[config.mk]
export PLATFORM = sky130hd
export DESIGN_NAME = storage_ctrl_ns_conventions
export DESIGN_NICKNAME = d
export VERILOG_FILES = /design/src/core/ns_conv_pkg.sv /design/src/core/ns_ident_mem.sv /design/src/core/ascii_pad.sv /design/src/core/storage_ctrl_ns_conventions.sv
export VERILOG_INCLUDE_DIRS = /design/src /design/src/core
export SDC_FILE = /design/constraint.sdc
export NUM_CORES = 1
export LEC_CHECK = 0
export BUFFER_PORTS_ARGS = -buffer_cell sky130_fd_sc_hd__buf_4
export CORE_AREA = 2 2 315 317
export DETAILED_ROUTE_END_ITERATION = 6
export DIE_AREA = 0 0 317 319
export PLACE_DENSITY_LB_ADDON = 0.25
export SETUP_SLACK_MARGIN = 0.3
export SYNTH_ARGS = -nofsm -noshare
export SYNTH_HDL_FRONTEND = slang
export SYNTH_SLANG_ARGS = --single-unit
[constraint.sdc]
create_clock -name i_core_clk -period 4.1 [get_ports i_core_clk]
set_input_delay 0.82 -clock i_core_clk [delete_from_list [all_inputs] [get_ports i_core_clk]]
set_output_delay 0.82 -clock i_core_clk [all_outputs]
set_load 0.005 [all_outputs]
[src/core/ns_conv_defines.svh]
// Constants for the namespace and register-convention block
// -----------------------------------------------------------------------------
// What this block does
// - A single-port, single-function subsystem reports its controller as function number 0.
// - All controllers sharing a namespace use one identical namespace handle for it.
// - Each controller presents its own distinct controller identification data.
// - Sharing controllers return byte-identical namespace identification data for one namespace.
// - Shared-namespace atomicity follows the receiving controller's own write granule.
// - A port reset touches only that port's controller, nothing shared.
// - Reserved bits and reserved registers always read as zero.
// - Write-one-clear bits clear on a written one; a written zero changes nothing.
// - Write-one-set bits set on a written one; a written zero changes nothing.
// - Optionally writable or clearable fields act read-only when unsupported.
// - Zero-based fields hold value minus one; 0h means one.
// - One kilobyte unit equals 1024 bytes in every size calculation.
// - String fields hold only printable codes 20h through 7Eh.
// - Strings start at the lowest byte, left aligned, padded with 20h.
// - Admin submission and completion queues both use identifier 0.
// - Admin submission queue completions go only to the admin completion queue.
// - A namespace handle of all ones addresses every namespace.
// - Handle zero or above the namespace count is invalid.
// -----------------------------------------------------------------------------
`ifndef NS_CONV_DEFINES_SVH
`define NS_CONV_DEFINES_SVH

`define NSC_NPORT 2
`define NSC_CTRL_RW_MASK 32'h0000_00FF
`define NSC_CTRL_SET_MASK 32'h0000_0F00
`define NSC_CTRL_RST 32'h0000_0004
`define NSC_STAT_CLR_MASK 32'h0000_000F
`define NSC_AQA_MASK 32'h0FFF_0FFF
`define NSC_AQA_CQ_LSB 16
`define NSC_ID_PORT_LSB 8
`define NSC_ADMIN_QID 16'h0000
`define NSC_PCI_FUNC 8'h00
`define NSC_NS_ALL 32'hFFFF_FFFF
`define NSC_NS_NONE 32'h0000_0000
`define NSC_NS_MAX 32'h0000_0003
`define NSC_KB_SHIFT 10
`define NSC_ASCII_LO 8'h20
`define NSC_ASCII_HI 8'h7E
`define NSC_ASCII_PAD 8'h20
`define NSC_STR_LEN 8
`define NSC_IDENT_AW 4
`define NSC_IDENT_DEPTH 16

`endif

[src/core/ns_conv_pkg.sv]
// Types shared by the namespace and register-convention block
`include "ns_conv_defines.svh"

package ns_conv_pkg;

   // -----------------------------------------------------------------------------
   // Field selection and namespace handle classes
   // -----------------------------------------------------------------------------
   typedef enum logic [1:0] {
      SEL_CTRL = 2'b00,
      SEL_STAT = 2'b01,
      SEL_AQA = 2'b10,
      SEL_IDENT = 2'b11
   } field_sel_e;

   typedef enum logic [1:0] {
      NS_INVALID = 2'b00,
      NS_SINGLE = 2'b01,
      NS_ALL = 2'b10
   } ns_kind_e;

   // -----------------------------------------------------------------------------
   // Whole state of the top module
   // -----------------------------------------------------------------------------
   typedef struct packed {
      logic [`NSC_NPORT-1:0][31:0] ctrl;
      logic [`NSC_NPORT-1:0][31:0] stat;
      logic [`NSC_NPORT-1:0][31:0] aqa;
      logic [`NSC_NPORT-1:0][31:0] rdata;
      logic [`NSC_NPORT-1:0][1:0] ns_kind;
      logic [`NSC_NPORT-1:0] ns_ack;
      logic [`NSC_NPORT-1:0][15:0] cpl_qid;
      logic [`NSC_NPORT-1:0][12:0] atomic_blocks;
      logic [63:0] model;
   } top_state_s;

   typedef struct packed {
      logic [`NSC_NPORT-1:0][31:0] rdata;
   } mem_state_s;

endpackage : ns_conv_pkg

[src/core/ns_ident_mem.sv]
// Shared namespace identification store with one registered read port per controller
`timescale 1ns/10ps
`include "ns_conv_defines.svh"

module ns_ident_mem (
   // Clock and reset
   input wire logic i_core_clk,
   input wire logic i_srst,
   // Platform fill port
   input wire logic i_we,
   input wire logic [`NSC_IDENT_AW-1:0] i_waddr,
   input wire logic [31:0] i_wdata,
   // Controller read ports
   input wire logic [`NSC_NPORT-1:0] i_re,
   input wire logic [`NSC_NPORT-1:0][`NSC_IDENT_AW-1:0] i_raddr,
   output logic [`NSC_NPORT-1:0][31:0] o_rdata
);

   logic [31:0] mem [`NSC_IDENT_DEPTH];
   ns_conv_pkg::mem_state_s st;
   ns_conv_pkg::mem_state_s next_st;

   // -----------------------------------------------------------------------------
   // Storage survives every reset so a port reset never disturbs shared data
   // -----------------------------------------------------------------------------
   always_ff @(posedge i_core_clk) begin
      if (i_we) begin
         mem[i_waddr] <= i_wdata;
      end
   end

   // One array read by every port: all controllers see the same bytes
   always_comb begin
      next_st = st;
      for (int p = 0; p < `NSC_NPORT; p++) begin
         if (i_srst) begin
            next_st.rdata[p] = 32'h0000_0000;
         end else if (i_re[p]) begin
            next_st.rdata[p] = mem[i_raddr[p]];
         end else begin
            next_st.rdata[p] = 32'h0000_0000;
         end
      end
   end

   always_ff @(posedge i_core_clk) begin
      st <= next_st;
   end

   assign o_rdata = st.rdata;

endmodule : ns_ident_mem

[src/core/ascii_pad.sv]
// Cleans and pads a fixed-length ASCII string field
`timescale 1ns/10ps
`include "ns_conv_defines.svh"

module ascii_pad (
   // Raw string, first character in the lowest byte
   input wire logic [8*`NSC_STR_LEN-1:0] i_raw,
   input wire logic [3:0] i_len,
   // Cleaned string
   output logic [8*`NSC_STR_LEN-1:0] o_clean
);

   // -----------------------------------------------------------------------------
   // Byte cleaning
   // -----------------------------------------------------------------------------
   function automatic logic [7:0] clean_byte(input logic [7:0] c, input logic used);
      if (!used) begin
         clean_byte = `NSC_ASCII_PAD;
      end else if (c < `NSC_ASCII_LO || c > `NSC_ASCII_HI) begin
         clean_byte = `NSC_ASCII_PAD;
      end else begin
         clean_byte = c;
      end
   endfunction : clean_byte

   // Byte i holds character i, so the string stays left aligned
   genvar i;
   generate
      for (i = 0; i < `NSC_STR_LEN; i++) begin : g_byte
         assign o_clean[8*i +: 8] = clean_byte(i_raw[8*i +: 8], 4'(i) < i_len);
      end
   endgenerate

endmodule : ascii_pad

[src/core/storage_ctrl_ns_conventions.sv]
// Per-controller convention fields and shared namespace view for a multi-port subsystem
`timescale 1ns/10ps
`include "ns_conv_defines.svh"

module storage_ctrl_ns_conventions (
   // Clock and subsystem reset
   input wire logic i_core_clk,
   input wire logic i_srst,
   // Per-port resets, one per controller
   input wire logic [`NSC_NPORT-1:0] i_port_rst,
   // Platform values loaded at reset
   input wire logic [`NSC_NPORT-1:0][31:0] i_plat_aqa,
   // Feature support straps
   input wire logic i_set_supported,
   input wire logic i_clear_supported,
   // Field access, one port per controller
   input wire logic [`NSC_NPORT-1:0] i_fld_wr,
   input wire logic [`NSC_NPORT-1:0] i_fld_rd,
   input wire logic [`NSC_NPORT-1:0][1:0] i_fld_sel,
   input wire logic [`NSC_NPORT-1:0][31:0] i_fld_wdata,
   output logic [`NSC_NPORT-1:0][31:0] o_fld_rdata,
   // Hardware status events and set-bit completion
   input wire logic [`NSC_NPORT-1:0][3:0] i_status_evt,
   input wire logic [`NSC_NPORT-1:0][3:0] i_set_done,
   output logic [`NSC_NPORT-1:0][3:0] o_set_req,
   // Namespace handle queries
   input wire logic [31:0] i_ns_count,
   input wire logic [`NSC_NPORT-1:0] i_ns_query,
   input wire logic [`NSC_NPORT-1:0][31:0] i_namespace_handle,
   input wire logic [`NSC_NPORT-1:0][1:0] i_ident_word,
   output logic [`NSC_NPORT-1:0] o_ns_ack,
   output logic [`NSC_NPORT-1:0][1:0] o_ns_kind,
   output logic [`NSC_NPORT-1:0][31:0] o_ident_rdata,
   // Shared identification fill
   input wire logic i_ident_we,
   input wire logic [`NSC_IDENT_AW-1:0] i_ident_waddr,
   input wire logic [31:0] i_ident_wdata,
   // Completion routing
   input wire logic [`NSC_NPORT-1:0][15:0] i_sq_id,
   input wire logic [`NSC_NPORT-1:0][15:0] i_io_cq_id,
   output logic [`NSC_NPORT-1:0][15:0] o_cpl_qid,
   // Write atomicity, zero-based granule per controller
   input wire logic [`NSC_NPORT-1:0][11:0] i_awun,
   output logic [`NSC_NPORT-1:0][12:0] o_atomic_blocks,
   // Decoded sizes
   output logic [`NSC_NPORT-1:0][12:0] o_admin_sq_depth,
   output logic [`NSC_NPORT-1:0][12:0] o_admin_cq_depth,
   output logic [`NSC_NPORT-1:0][17:0] o_page_bytes,
   // Model string
   input wire logic [8*`NSC_STR_LEN-1:0] i_model_raw,
   input wire logic [3:0] i_model_len,
   output logic [8*`NSC_STR_LEN-1:0] o_model_str
);

   ns_conv_pkg::top_state_s st;
   ns_conv_pkg::top_state_s next_st;
   logic [8*`NSC_STR_LEN-1:0] model_clean;
   logic [`NSC_NPORT-1:0] ident_re;
   logic [`NSC_NPORT-1:0][`NSC_IDENT_AW-1:0] ident_raddr;

   // -----------------------------------------------------------------------------
   // Decoding helpers
   // -----------------------------------------------------------------------------
   function automatic logic [1:0] classify(input logic [31:0] h, input logic [31:0] cnt);
      if (h == `NSC_NS_ALL) begin
         classify = ns_conv_pkg::NS_ALL;
      end else if (h == `NSC_NS_NONE || h > cnt || h > `NSC_NS_MAX) begin
         classify = ns_conv_pkg::NS_INVALID;
      end else begin
         classify = ns_conv_pkg::NS_SINGLE;
      end
   endfunction : classify

   // Row 0 holds data common to all namespaces, row n namespace n.
   // The row depends on the handle alone, never on the port.
   function automatic logic [1:0] ns_row(input logic [31:0] h);
      if (h == `NSC_NS_ALL) begin
         ns_row = 2'h0;
      end else begin
         ns_row = h[1:0];
      end
   endfunction : ns_row

   // Zero-based encoding: stored n means n plus one
   function automatic logic [12:0] zero_based(input logic [11:0] v);
      zero_based = {1'b0, v} + 13'h0001;
   endfunction : zero_based

   // -----------------------------------------------------------------------------
   // Field update and read-back
   // -----------------------------------------------------------------------------
   always_comb begin
      next_st = st;
      next_st.model = model_clean;
      for (int p = 0; p < `NSC_NPORT; p++) begin
         next_st.ns_ack[p] = 1'b0;
         next_st.rdata[p] = 32'h0000_0000;
         if (i_srst || i_port_rst[p]) begin
            // On a port reset only this port's slice is touched; memory and peers keep running
            next_st.ctrl[p] = `NSC_CTRL_RST;
            next_st.stat[p] = 32'h0000_0000;
            next_st.aqa[p] = i_plat_aqa[p] & `NSC_AQA_MASK;
            next_st.ns_kind[p] = ns_conv_pkg::NS_INVALID;
            next_st.cpl_qid[p] = `NSC_ADMIN_QID;
            next_st.atomic_blocks[p] = 13'h0001;
         end else begin
            // Set bits drop when hardware finishes, unless set again now
            next_st.ctrl[p] = st.ctrl[p] & ~({20'h00000, i_set_done[p], 8'h00});
            if (i_fld_wr[p]) begin
               case (i_fld_sel[p])
                  ns_conv_pkg::SEL_CTRL: begin
                     // Reserved bits are masked out and never stored
                     next_st.ctrl[p] = (next_st.ctrl[p] & `NSC_CTRL_SET_MASK)
                        | (i_fld_wdata[p] & `NSC_CTRL_RW_MASK);
                     if (i_set_supported) begin
                        next_st.ctrl[p] = next_st.ctrl[p]
                           | (i_fld_wdata[p] & `NSC_CTRL_SET_MASK);
                     end
                  end
                  ns_conv_pkg::SEL_STAT: begin
                     if (i_clear_supported) begin
                        next_st.stat[p] = st.stat[p]
                           & ~(i_fld_wdata[p] & `NSC_STAT_CLR_MASK);
                     end
                  end
                  ns_conv_pkg::SEL_AQA: begin
                     next_st.aqa[p] = i_fld_wdata[p] & `NSC_AQA_MASK;
                  end
                  default: begin
                     // Identity field ignores writes
                  end
               endcase
            end
            // Unsupported clear leaves the status field read-only
            // An event in the clearing cycle survives the clear
            next_st.stat[p] = next_st.stat[p] | {28'h0000000, i_status_evt[p]};
            if (i_fld_rd[p]) begin
               case (i_fld_sel[p])
                  ns_conv_pkg::SEL_CTRL: begin
                     next_st.rdata[p] = st.ctrl[p];
                  end
                  ns_conv_pkg::SEL_STAT: begin
                     next_st.rdata[p] = st.stat[p] & `NSC_STAT_CLR_MASK;
                  end
                  ns_conv_pkg::SEL_AQA: begin
                     next_st.rdata[p] = st.aqa[p];
                  end
                  default: begin
                     // Distinct per controller: port number beside function 0
                     next_st.rdata[p] = {16'h0000, 8'(p), `NSC_PCI_FUNC};
                  end
               endcase
            end
            if (i_ns_query[p]) begin
               next_st.ns_kind[p] = classify(i_namespace_handle[p], i_ns_count);
               next_st.ns_ack[p] = 1'b1;
            end
            // Admin submissions complete only on the admin completion queue
            if (i_sq_id[p] == `NSC_ADMIN_QID) begin
               next_st.cpl_qid[p] = `NSC_ADMIN_QID;
            end else begin
               next_st.cpl_qid[p] = i_io_cq_id[p];
            end
            // Each controller keeps its own granule; no cross-port agreement
            next_st.atomic_blocks[p] = zero_based(i_awun[p]);
         end
      end
   end

   always_ff @(posedge i_core_clk) begin
      st <= next_st;
   end

   // -----------------------------------------------------------------------------
   // Shared identification read, issued with the query
   // -----------------------------------------------------------------------------
   always_comb begin
      for (int p = 0; p < `NSC_NPORT; p++) begin
         ident_re[p] = i_ns_query[p] && !i_port_rst[p]
            && (classify(i_namespace_handle[p], i_ns_count) != ns_conv_pkg::NS_INVALID);
         ident_raddr[p] = {ns_row(i_namespace_handle[p]), i_ident_word[p]};
      end
   end

   ns_ident_mem u_ident (
      .i_core_clk(i_core_clk),
      .i_srst(i_srst),
      .i_we(i_ident_we),
      .i_waddr(i_ident_waddr),
      .i_wdata(i_ident_wdata),
      .i_re(ident_re),
      .i_raddr(ident_raddr),
      .o_rdata(o_ident_rdata)
   );

   ascii_pad u_model (
      .i_raw(i_model_raw),
      .i_len(i_model_len),
      .o_clean(model_clean)
   );

   // -----------------------------------------------------------------------------
   // Outputs
   // -----------------------------------------------------------------------------
   genvar g;
   generate
      for (g = 0; g < `NSC_NPORT; g++) begin : g_out
         assign o_set_req[g] = st.ctrl[g][11:8];
         assign o_admin_sq_depth[g] = zero_based(st.aqa[g][11:0]);
         assign o_admin_cq_depth[g] = zero_based(st.aqa[g][`NSC_AQA_CQ_LSB +: 12]);
         // Page size field counts kilobytes of 1024 bytes
         assign o_page_bytes[g] = {st.ctrl[g][7:0], 10'h000};
      end
   endgenerate

   assign o_fld_rdata = st.rdata;
   assign o_ns_ack = st.ns_ack;
   assign o_ns_kind = st.ns_kind;
   assign o_cpl_qid = st.cpl_qid;
   assign o_atomic_blocks = st.atomic_blocks;
   assign o_model_str = st.model;

endmodule : storage_ctrl_ns_conventions

==> metrics.txt, run 1 <==
CTS Buf Count 93; final WL 140 mm; CTS tree done; Synth Area in XOR/XNOR 0.0132; Non-Filler Instances 4,801; Root Buffer clkbuf_16; Clk pwr share 0.431; predominant post-synthesis flop cell edfxtp_1; post-synthesis register bit count 834; R2R Setup Slk 2.67 ns; Post-synth EDFFs 560; Worst-Margin Slew 1.20 ns; clk_lat worst skew 0.67 ns; dpl cells 4,615; Final #Nets 3,946; row count 115; core area 97,700 µm²; RSZ-0062 raised after global routing false; hold slack 0.351 ns; HP Start i_io_cq_id[23]; Port Buffers 752; vias 26,000; deepest clock path buffer count 3; final setup fails 0; antenna violations before repair 21; Post-Synth Adder-Cell Area 0.0228; worst hold-check path type primary input to register; mean post-synth cell area 13.4 µm²; CP delay by family, top XOR/XNOR gates; Worst EP required 3.28 ns; Final Max Slew Viols 0; Compound-Gate Fraction of Synth Area 0.0334; DR vias/cell 5.42; slowest cell on the critical path xnor2_1; DR WL/cell 29.2 µm; minimum clock period 3.62 ns; largest net degree at the start of global routing 65; worst hold stages 2; vias in the first global route 25,800; WP buf/inv 1; # DRC 0; remaining antenna violation count 0; Worst-path clk slew 0.06 ns; Slowest Stage Delay on Critical Path 0.69 ns; Cell variety after synth 58; Internal Power 15.4 mW; clock skew 0.0258 ns; post-CTS setup buffer count 0; Psw 4.82 mW; Crit Path Class register to output pin; CP Data Arrival Time 2.80 ns; layout cells sized above 1 0.358; Die ar. 101,000 µm²; first-pass GRT wire length 193 mm; Crit. End Element output pin; combinational power share 0.105; Top Ports 805; remaining global-route overflow 0; Post-synth ARST share 0; crit-path max FO 4; fmax 276 MHz; yosys warns 0; synth-to-layout area growth 23.8%; setup TNS 0 ns; Critical Path Source Type register; run status finished clean; Post-Synth Simple-Gate Area 0.122; synthesized cell area 38,400 µm²; Hold Fails Final Rpt 0; largest family of logic cells by synthesized area multiplexers; VDD IR max 0.000404 V; Reg power frac 0.464; Critical Path, Cell by Cell ha_1 -> nand2_1 -> nor2_1 -> nand3_1 -> xnor2_1 -> buf_4; Clock Sinks 834; post-cts sizing count 0; DP Wirelength 98.8 mm; violation count after the first detailed-route iteration 2,298; Die Y 319 µm; Switching Share 0.239; TritonRoute pass-1 iters 5; WHS Endpoint o_cpl_qid[23]$_SDFF_PP0_; starting density of the core 0.393; hold_buf cts 0; register area share after synthesis 0.582; mux contribution to synthesized area 0.161; Syn Inst Count 2,862; Die X 317 µm; pwr dens 425 nW/µm²; CTS H-tree lvls 3; maxcap violations 0; leakage power 19.2 nW; Worst slew margin 0.194; R2R cell count 4; Reg-to-Reg Start u_ident.mem[7][26]$_DFFE_PP_; total track usage 0.272; final period utilization 0.882; routability cong. 1.01; capture point of the worst reg-to-reg path u_ident.o_rdata[26]$_SDFF_PP0_
layout make-up:
| cell class | instances | area, µm² |
|---|---|---|
| fill | 8649 | 50200 |
| sequential | 834 | 22300 |
| multi-input combinational | 1637 | 13800 |
| timing repair buffer | 806 | 6360 |
| clock buffer | 121 | 2590 |
| tap | 1287 | 1610 |
| clock inverter | 55 | 643 |
| inverter | 51 | 191 |
| antenna | 10 | 25.0 |
power by group through the flow:
stage,combinational [mW],clock (mW),sequential (mW)
floorplan,1.10,0,9.48
global placement,2.09,0,9.53
detailed placement,2.10,0,9.54
finish,2.11,8.70,9.37
global route,2.26,9.19,9.39
CTS,2.11,8.85,9.36
worst max path at each step:
| stage | startpoint | endpoint | slack, ns | cells past startpoint |
|---|---|---|---|---|
| after detailed placement | i_ns_count[30] | u_ident.o_rdata[19]$_SDFF_PP0_ | 0.60 | 10 |
| after floorplan | i_ident_waddr[3] | u_ident.mem[4][0]$_DFFE_PP_ | 0.40 | 2 |
| after global placement | i_ns_count[30] | u_ident.o_rdata[19]$_SDFF_PP0_ | 0.62 | 10 |
| after global routing | st[192]$_DFFE_PP_ | o_admin_sq_depth[8] | 0.40 | 6 |
| after CTS | st[192]$_DFFE_PP_ | o_admin_sq_depth[8] | 0.61 | 6 |
| final | st[192]$_DFFE_PP_ | o_admin_sq_depth[8] | 0.48 | 6 |
cell usage in the layout (no fill, tap or decap), drive strengths merged, types with 5 or more instances in the layout:
cell type / n
a21oi: 46
a32oi: 8
and2: 109
and3: 17
and4: 5
buf: 804
bufinv: 10
clkbuf: 123
clkinv: 37
conb: 30
dfxtp: 274
diode: 10
edfxtp: 560
ha: 70
inv: 56
mux2i: 39
mux4: 256
nand2: 529
nand2b: 14
nand3: 114
nand3b: 5
nand4: 42
nor2: 126
nor3: 16
nor4: 28
o211a: 64
o21ai: 16
o22ai: 8
xnor2: 38
xor2: 20
cells in the mapped netlist, types with 3 or more instances:
cell        n  area (µm²)
nor3_1     16        80.1
buf_6       6        67.6
a21oi_1    46         230
o211ai_1    4        30.0
o211a_1    64         641
mux4_2    256        5770
buf_1      11        41.3
o21ai_0    11        55.1
nand3_1   114         571
inv_1      49         184
buf_2      36         180
xor2_1     20         175
nand4_1    40         250
a211oi_1    3        22.5
nor2_1    126         473
or4_1       3        22.5
and2_1    107         669
mux2i_1    39         390
buf_4     236        1770
a221oi_1    4        35.0
nor4_1     25         156
xnor2_1    38         333
o21ai_1     3        15.0
edfxtp_1  560       16800
nand3b_1    5        37.5
and3_1     17         106
clkbuf_1   79         297
nand2b_1   12        75.1
or2_1       3        18.8
nand2_1   529        1990
a32oi_1     8        70.1
o22ai_1     8        50.1
and4_1      5        43.8
dfxtp_1   274        5490
a21o_1      3        22.5
ha_1       70         876
routing by layer:
| layer | routed length (µm) | global-route usage | vias to the layer above |
|---|---|---|---|
| met5 | 105 | 0 | - |
| met4 | 5050 | 0.101 | 18 |
| met3 | 11500 | 0.0660 | 211 |
| met2 | 66600 | 0.436 | 1085 |
| met1 | 56900 | 0.357 | 13300 |
| li1 | - | - | 11500 |
stage by stage:
stage / util / total power, mW / setup WS (ns) / cell area, µm²
2_1_floorplan: - / 10.6 / 0.402 / 38500
4_1_cts: 0.486 / 20.3 / 0.605 / 47500
5_1_grt: 0.486 / 20.8 / 0.403 / 47500
3_5_place_dp: 0.453 / 11.6 / 0.602 / 44200
6_report: 0.486 / 20.2 / 0.483 / 47500
3_3_place_gp: 0.453 / 11.6 / 0.619 / 44200
registers in the layout, summed over array words and instances (netlist names):
signal and count:
o_ns_ack 2, o_page_bytes 16, o_set_req 8, u_ident.mem 512
o_fld_rdata 50, o_ns_kind 4, o_cpl_qid 32, o_atomic_blocks 26
u_ident.o_rdata 64, o_model_str 64, st 56
worst register-to-register path, delay by kind of cell, from the launching register on:
| family | cells | cell delay, ns |
|---|---|---|
| compound gates | 1 | 0.18 |
| flops | 1 | 0.40 |
| mux | 1 | 0.48 |
| simple gates | 2 | 0.24 |
logic make-up after synthesis:
family / count (synthesis)
xor+xnor: 58
mux: 295
buf+inv: 420
flops: 834
simple gates: 1019
fa+ha+maj: 70
other cells: 1
compound gates: 165
(Power assumes the default switching activity.)
==> inputs of run 2 (changes only) <==
GPL_TIMING_DRIVEN = 0   (was unset)
PLACE_DENSITY_LB_ADDON = unset   (was 0.25)
==> run 2 against run 1 <==
  * The flow now finishes with violations (capacitance limit, slew limit)
  * Clock power up 3.1%
  * Cell count up 7.4%
  * Flip-flop and latch count unchanged
  * Critical endpoint is now u_ident.o_rdata[58]$_SDFF_PP0_
  * Routed wire length up 11%
==> metrics.txt, run 2 (same netlist as run 1, synthesis figures left out) <==
run status finished with violations; failing checks capacitance limit, slew limit; fillers 8,598; Die Y 319 µm; Hold Fails Final Rpt 0; first-pass GRT wire length 212 mm; R2R cell count 4; deepest clock path buffer count 3; Worst slew margin -0.0248; Critical Path Source Type primary input; slowest cell on the critical path nor4_2; Final WS setup 0.967 ns; max reg flops 512; Worst-Margin Slew 1.52 ns; most common cell after layout, fill and taps aside buf_4; hold slack 0.323 ns; synth-to-layout area growth 29.8%; crit-path max FO 10; Critical Path Stages 10; CTS tree done; maxcap violations 1; DR WL/cell 30.2 µm; leakage power 20.7 nW; Top Ports 805; hold_buf cts 0; antenna violations before repair 30; total track usage 0.303; TritonRoute pass-1 iters 6; Largest Register u_ident.mem; Die ar. 101,000 µm²; total power draw 20.7 mW; pre-CTS setup slack 0.338 ns; Reg-to-Reg Start u_ident.mem[3][31]$_DFFE_PP_; Final #Nets 4,287; fmax 319 MHz; Crit. End Element register; core area 97,700 µm²; vias in the first global route 27,500; CP Data Arrival Time 3.74 ns; Die X 317 µm; Critical Path Start i_ns_count[30]; Worst EP required 4.71 ns; starting density of the core 0.393; Slowest Stage Delay on Critical Path 0.50 ns; worst hold stages 2; Final Max Slew Viols 3; clock skew 0.0484 ns; remaining global-route overflow 0; RSZ-0062 raised after global routing false; remaining antenna violation count 0; Finished Core Util 0.509; WP buf/inv 3; Port Buffers 744; # DRC 0; largest net degree at the start of global routing 25; Clock Sinks 834; VDD IR max 0.000354 V; pwr dens 415 nW/µm²; Root Buffer clkbuf_16; row count 115; minimum clock period 3.13 ns; post-CTS setup buffer count 0; final WL 156 mm; clk_lat worst skew 0.70 ns; DR vias/cell 5.43; violation count after the first detailed-route iteration 3,029; CTS Buf Count 96; Critical Path, Cell by Cell buf_4 -> inv_1 -> ha_1 -> nand4_1 -> nor4_2 -> nand4_1 -> o32a_2 -> o21ai_4 -> buf_6 -> o211a_1; post-cts sizing count 0; CP delay by family, top compound AO/OA/AOI/OAI gates; DP Wirelength 120 mm; Worst-path clk slew 0.06 ns; final setup fails 0; worst hold-check path type primary input to register; vias 28,000; layout cells sized above 1 0.390; most used cell, CP nand4_1; HP Start i_io_cq_id[20]; routability cong. 0.997; final period utilization 0.764; Crit Path Class primary input to register; CTS H-tree lvls 3; most frequent cells in the layout buf_4 (980), edfxtp_1 (560), nand2_1 (529), dfxtp_1 (274), mux4_2 (256)
==> run 2: changes by cell type in the layout (fill, tap and decap cells not counted), moves of 6 or more <==
cell       previous run  this run
clkbuf_1             14       103
buf_2                 0        36
diode_2              10        21
buf_16                0        11
buf_6                 0        18
buf_12               24         7
buf_1                 0        11
buf_4               780       980
clkbuf_16            95       101
clkinv_1             13         3
==> run 2: layout make-up <==
class                           count  area, µm²  area share
Multi-Input combinational cell   1637      13700       0.276
Clock buffer                      138       2800      0.0562
Buffer                            369       2360      0.0475
Sequential cell                   834      22300       0.448
Inverter                           51        191     0.00385
Clock inverter                     44        541      0.0109
Timing Repair Buffer              775       6180       0.124
Antenna cell                       21       52.6     0.00106
Tap cell                         1287       1610      0.0324
==> run 2: path summary, 6_finish.rpt <==
check,to,slack [ns]
min,o_cpl_qid[20]$_SDFF_PP0_,0.32
max reg2reg,u_ident.o_rdata[31]$_SDFF_PP0_,2.57
min reg2reg,o_ns_kind[3]$_SDFFE_PN0P_,0.49
max,u_ident.o_rdata[58]$_SDFF_PP0_,0.97
==> run 2: per-stage QoR <==
stage	std cells	area [µm²]	TNS, ns
floorplan	2891	38500	0
global placement	4922	45700	-604.57
detailed placement	4953	46400	0
CTS	5135	49700	0
global route	5146	49700	0
finish	5156	49800	0
==> run 2: report_power, final <==
| part | internal (mW) | switching [mW] |
|---|---|---|
| sequential | 9.22 | 0.158 |
| clock | 5.31 | 3.66 |
| combinational | 1.09 | 1.23 |
| total | 15.6 | 5.04 |
==> run 2: layer usage <==
metal  wire length (µm)  GRT usage  share of wire
met5                 32          0        0.00021
met4               5700      0.113          0.037
met3              13300     0.0600          0.085
met2              73900      0.485           0.47
met1              62800      0.405           0.40
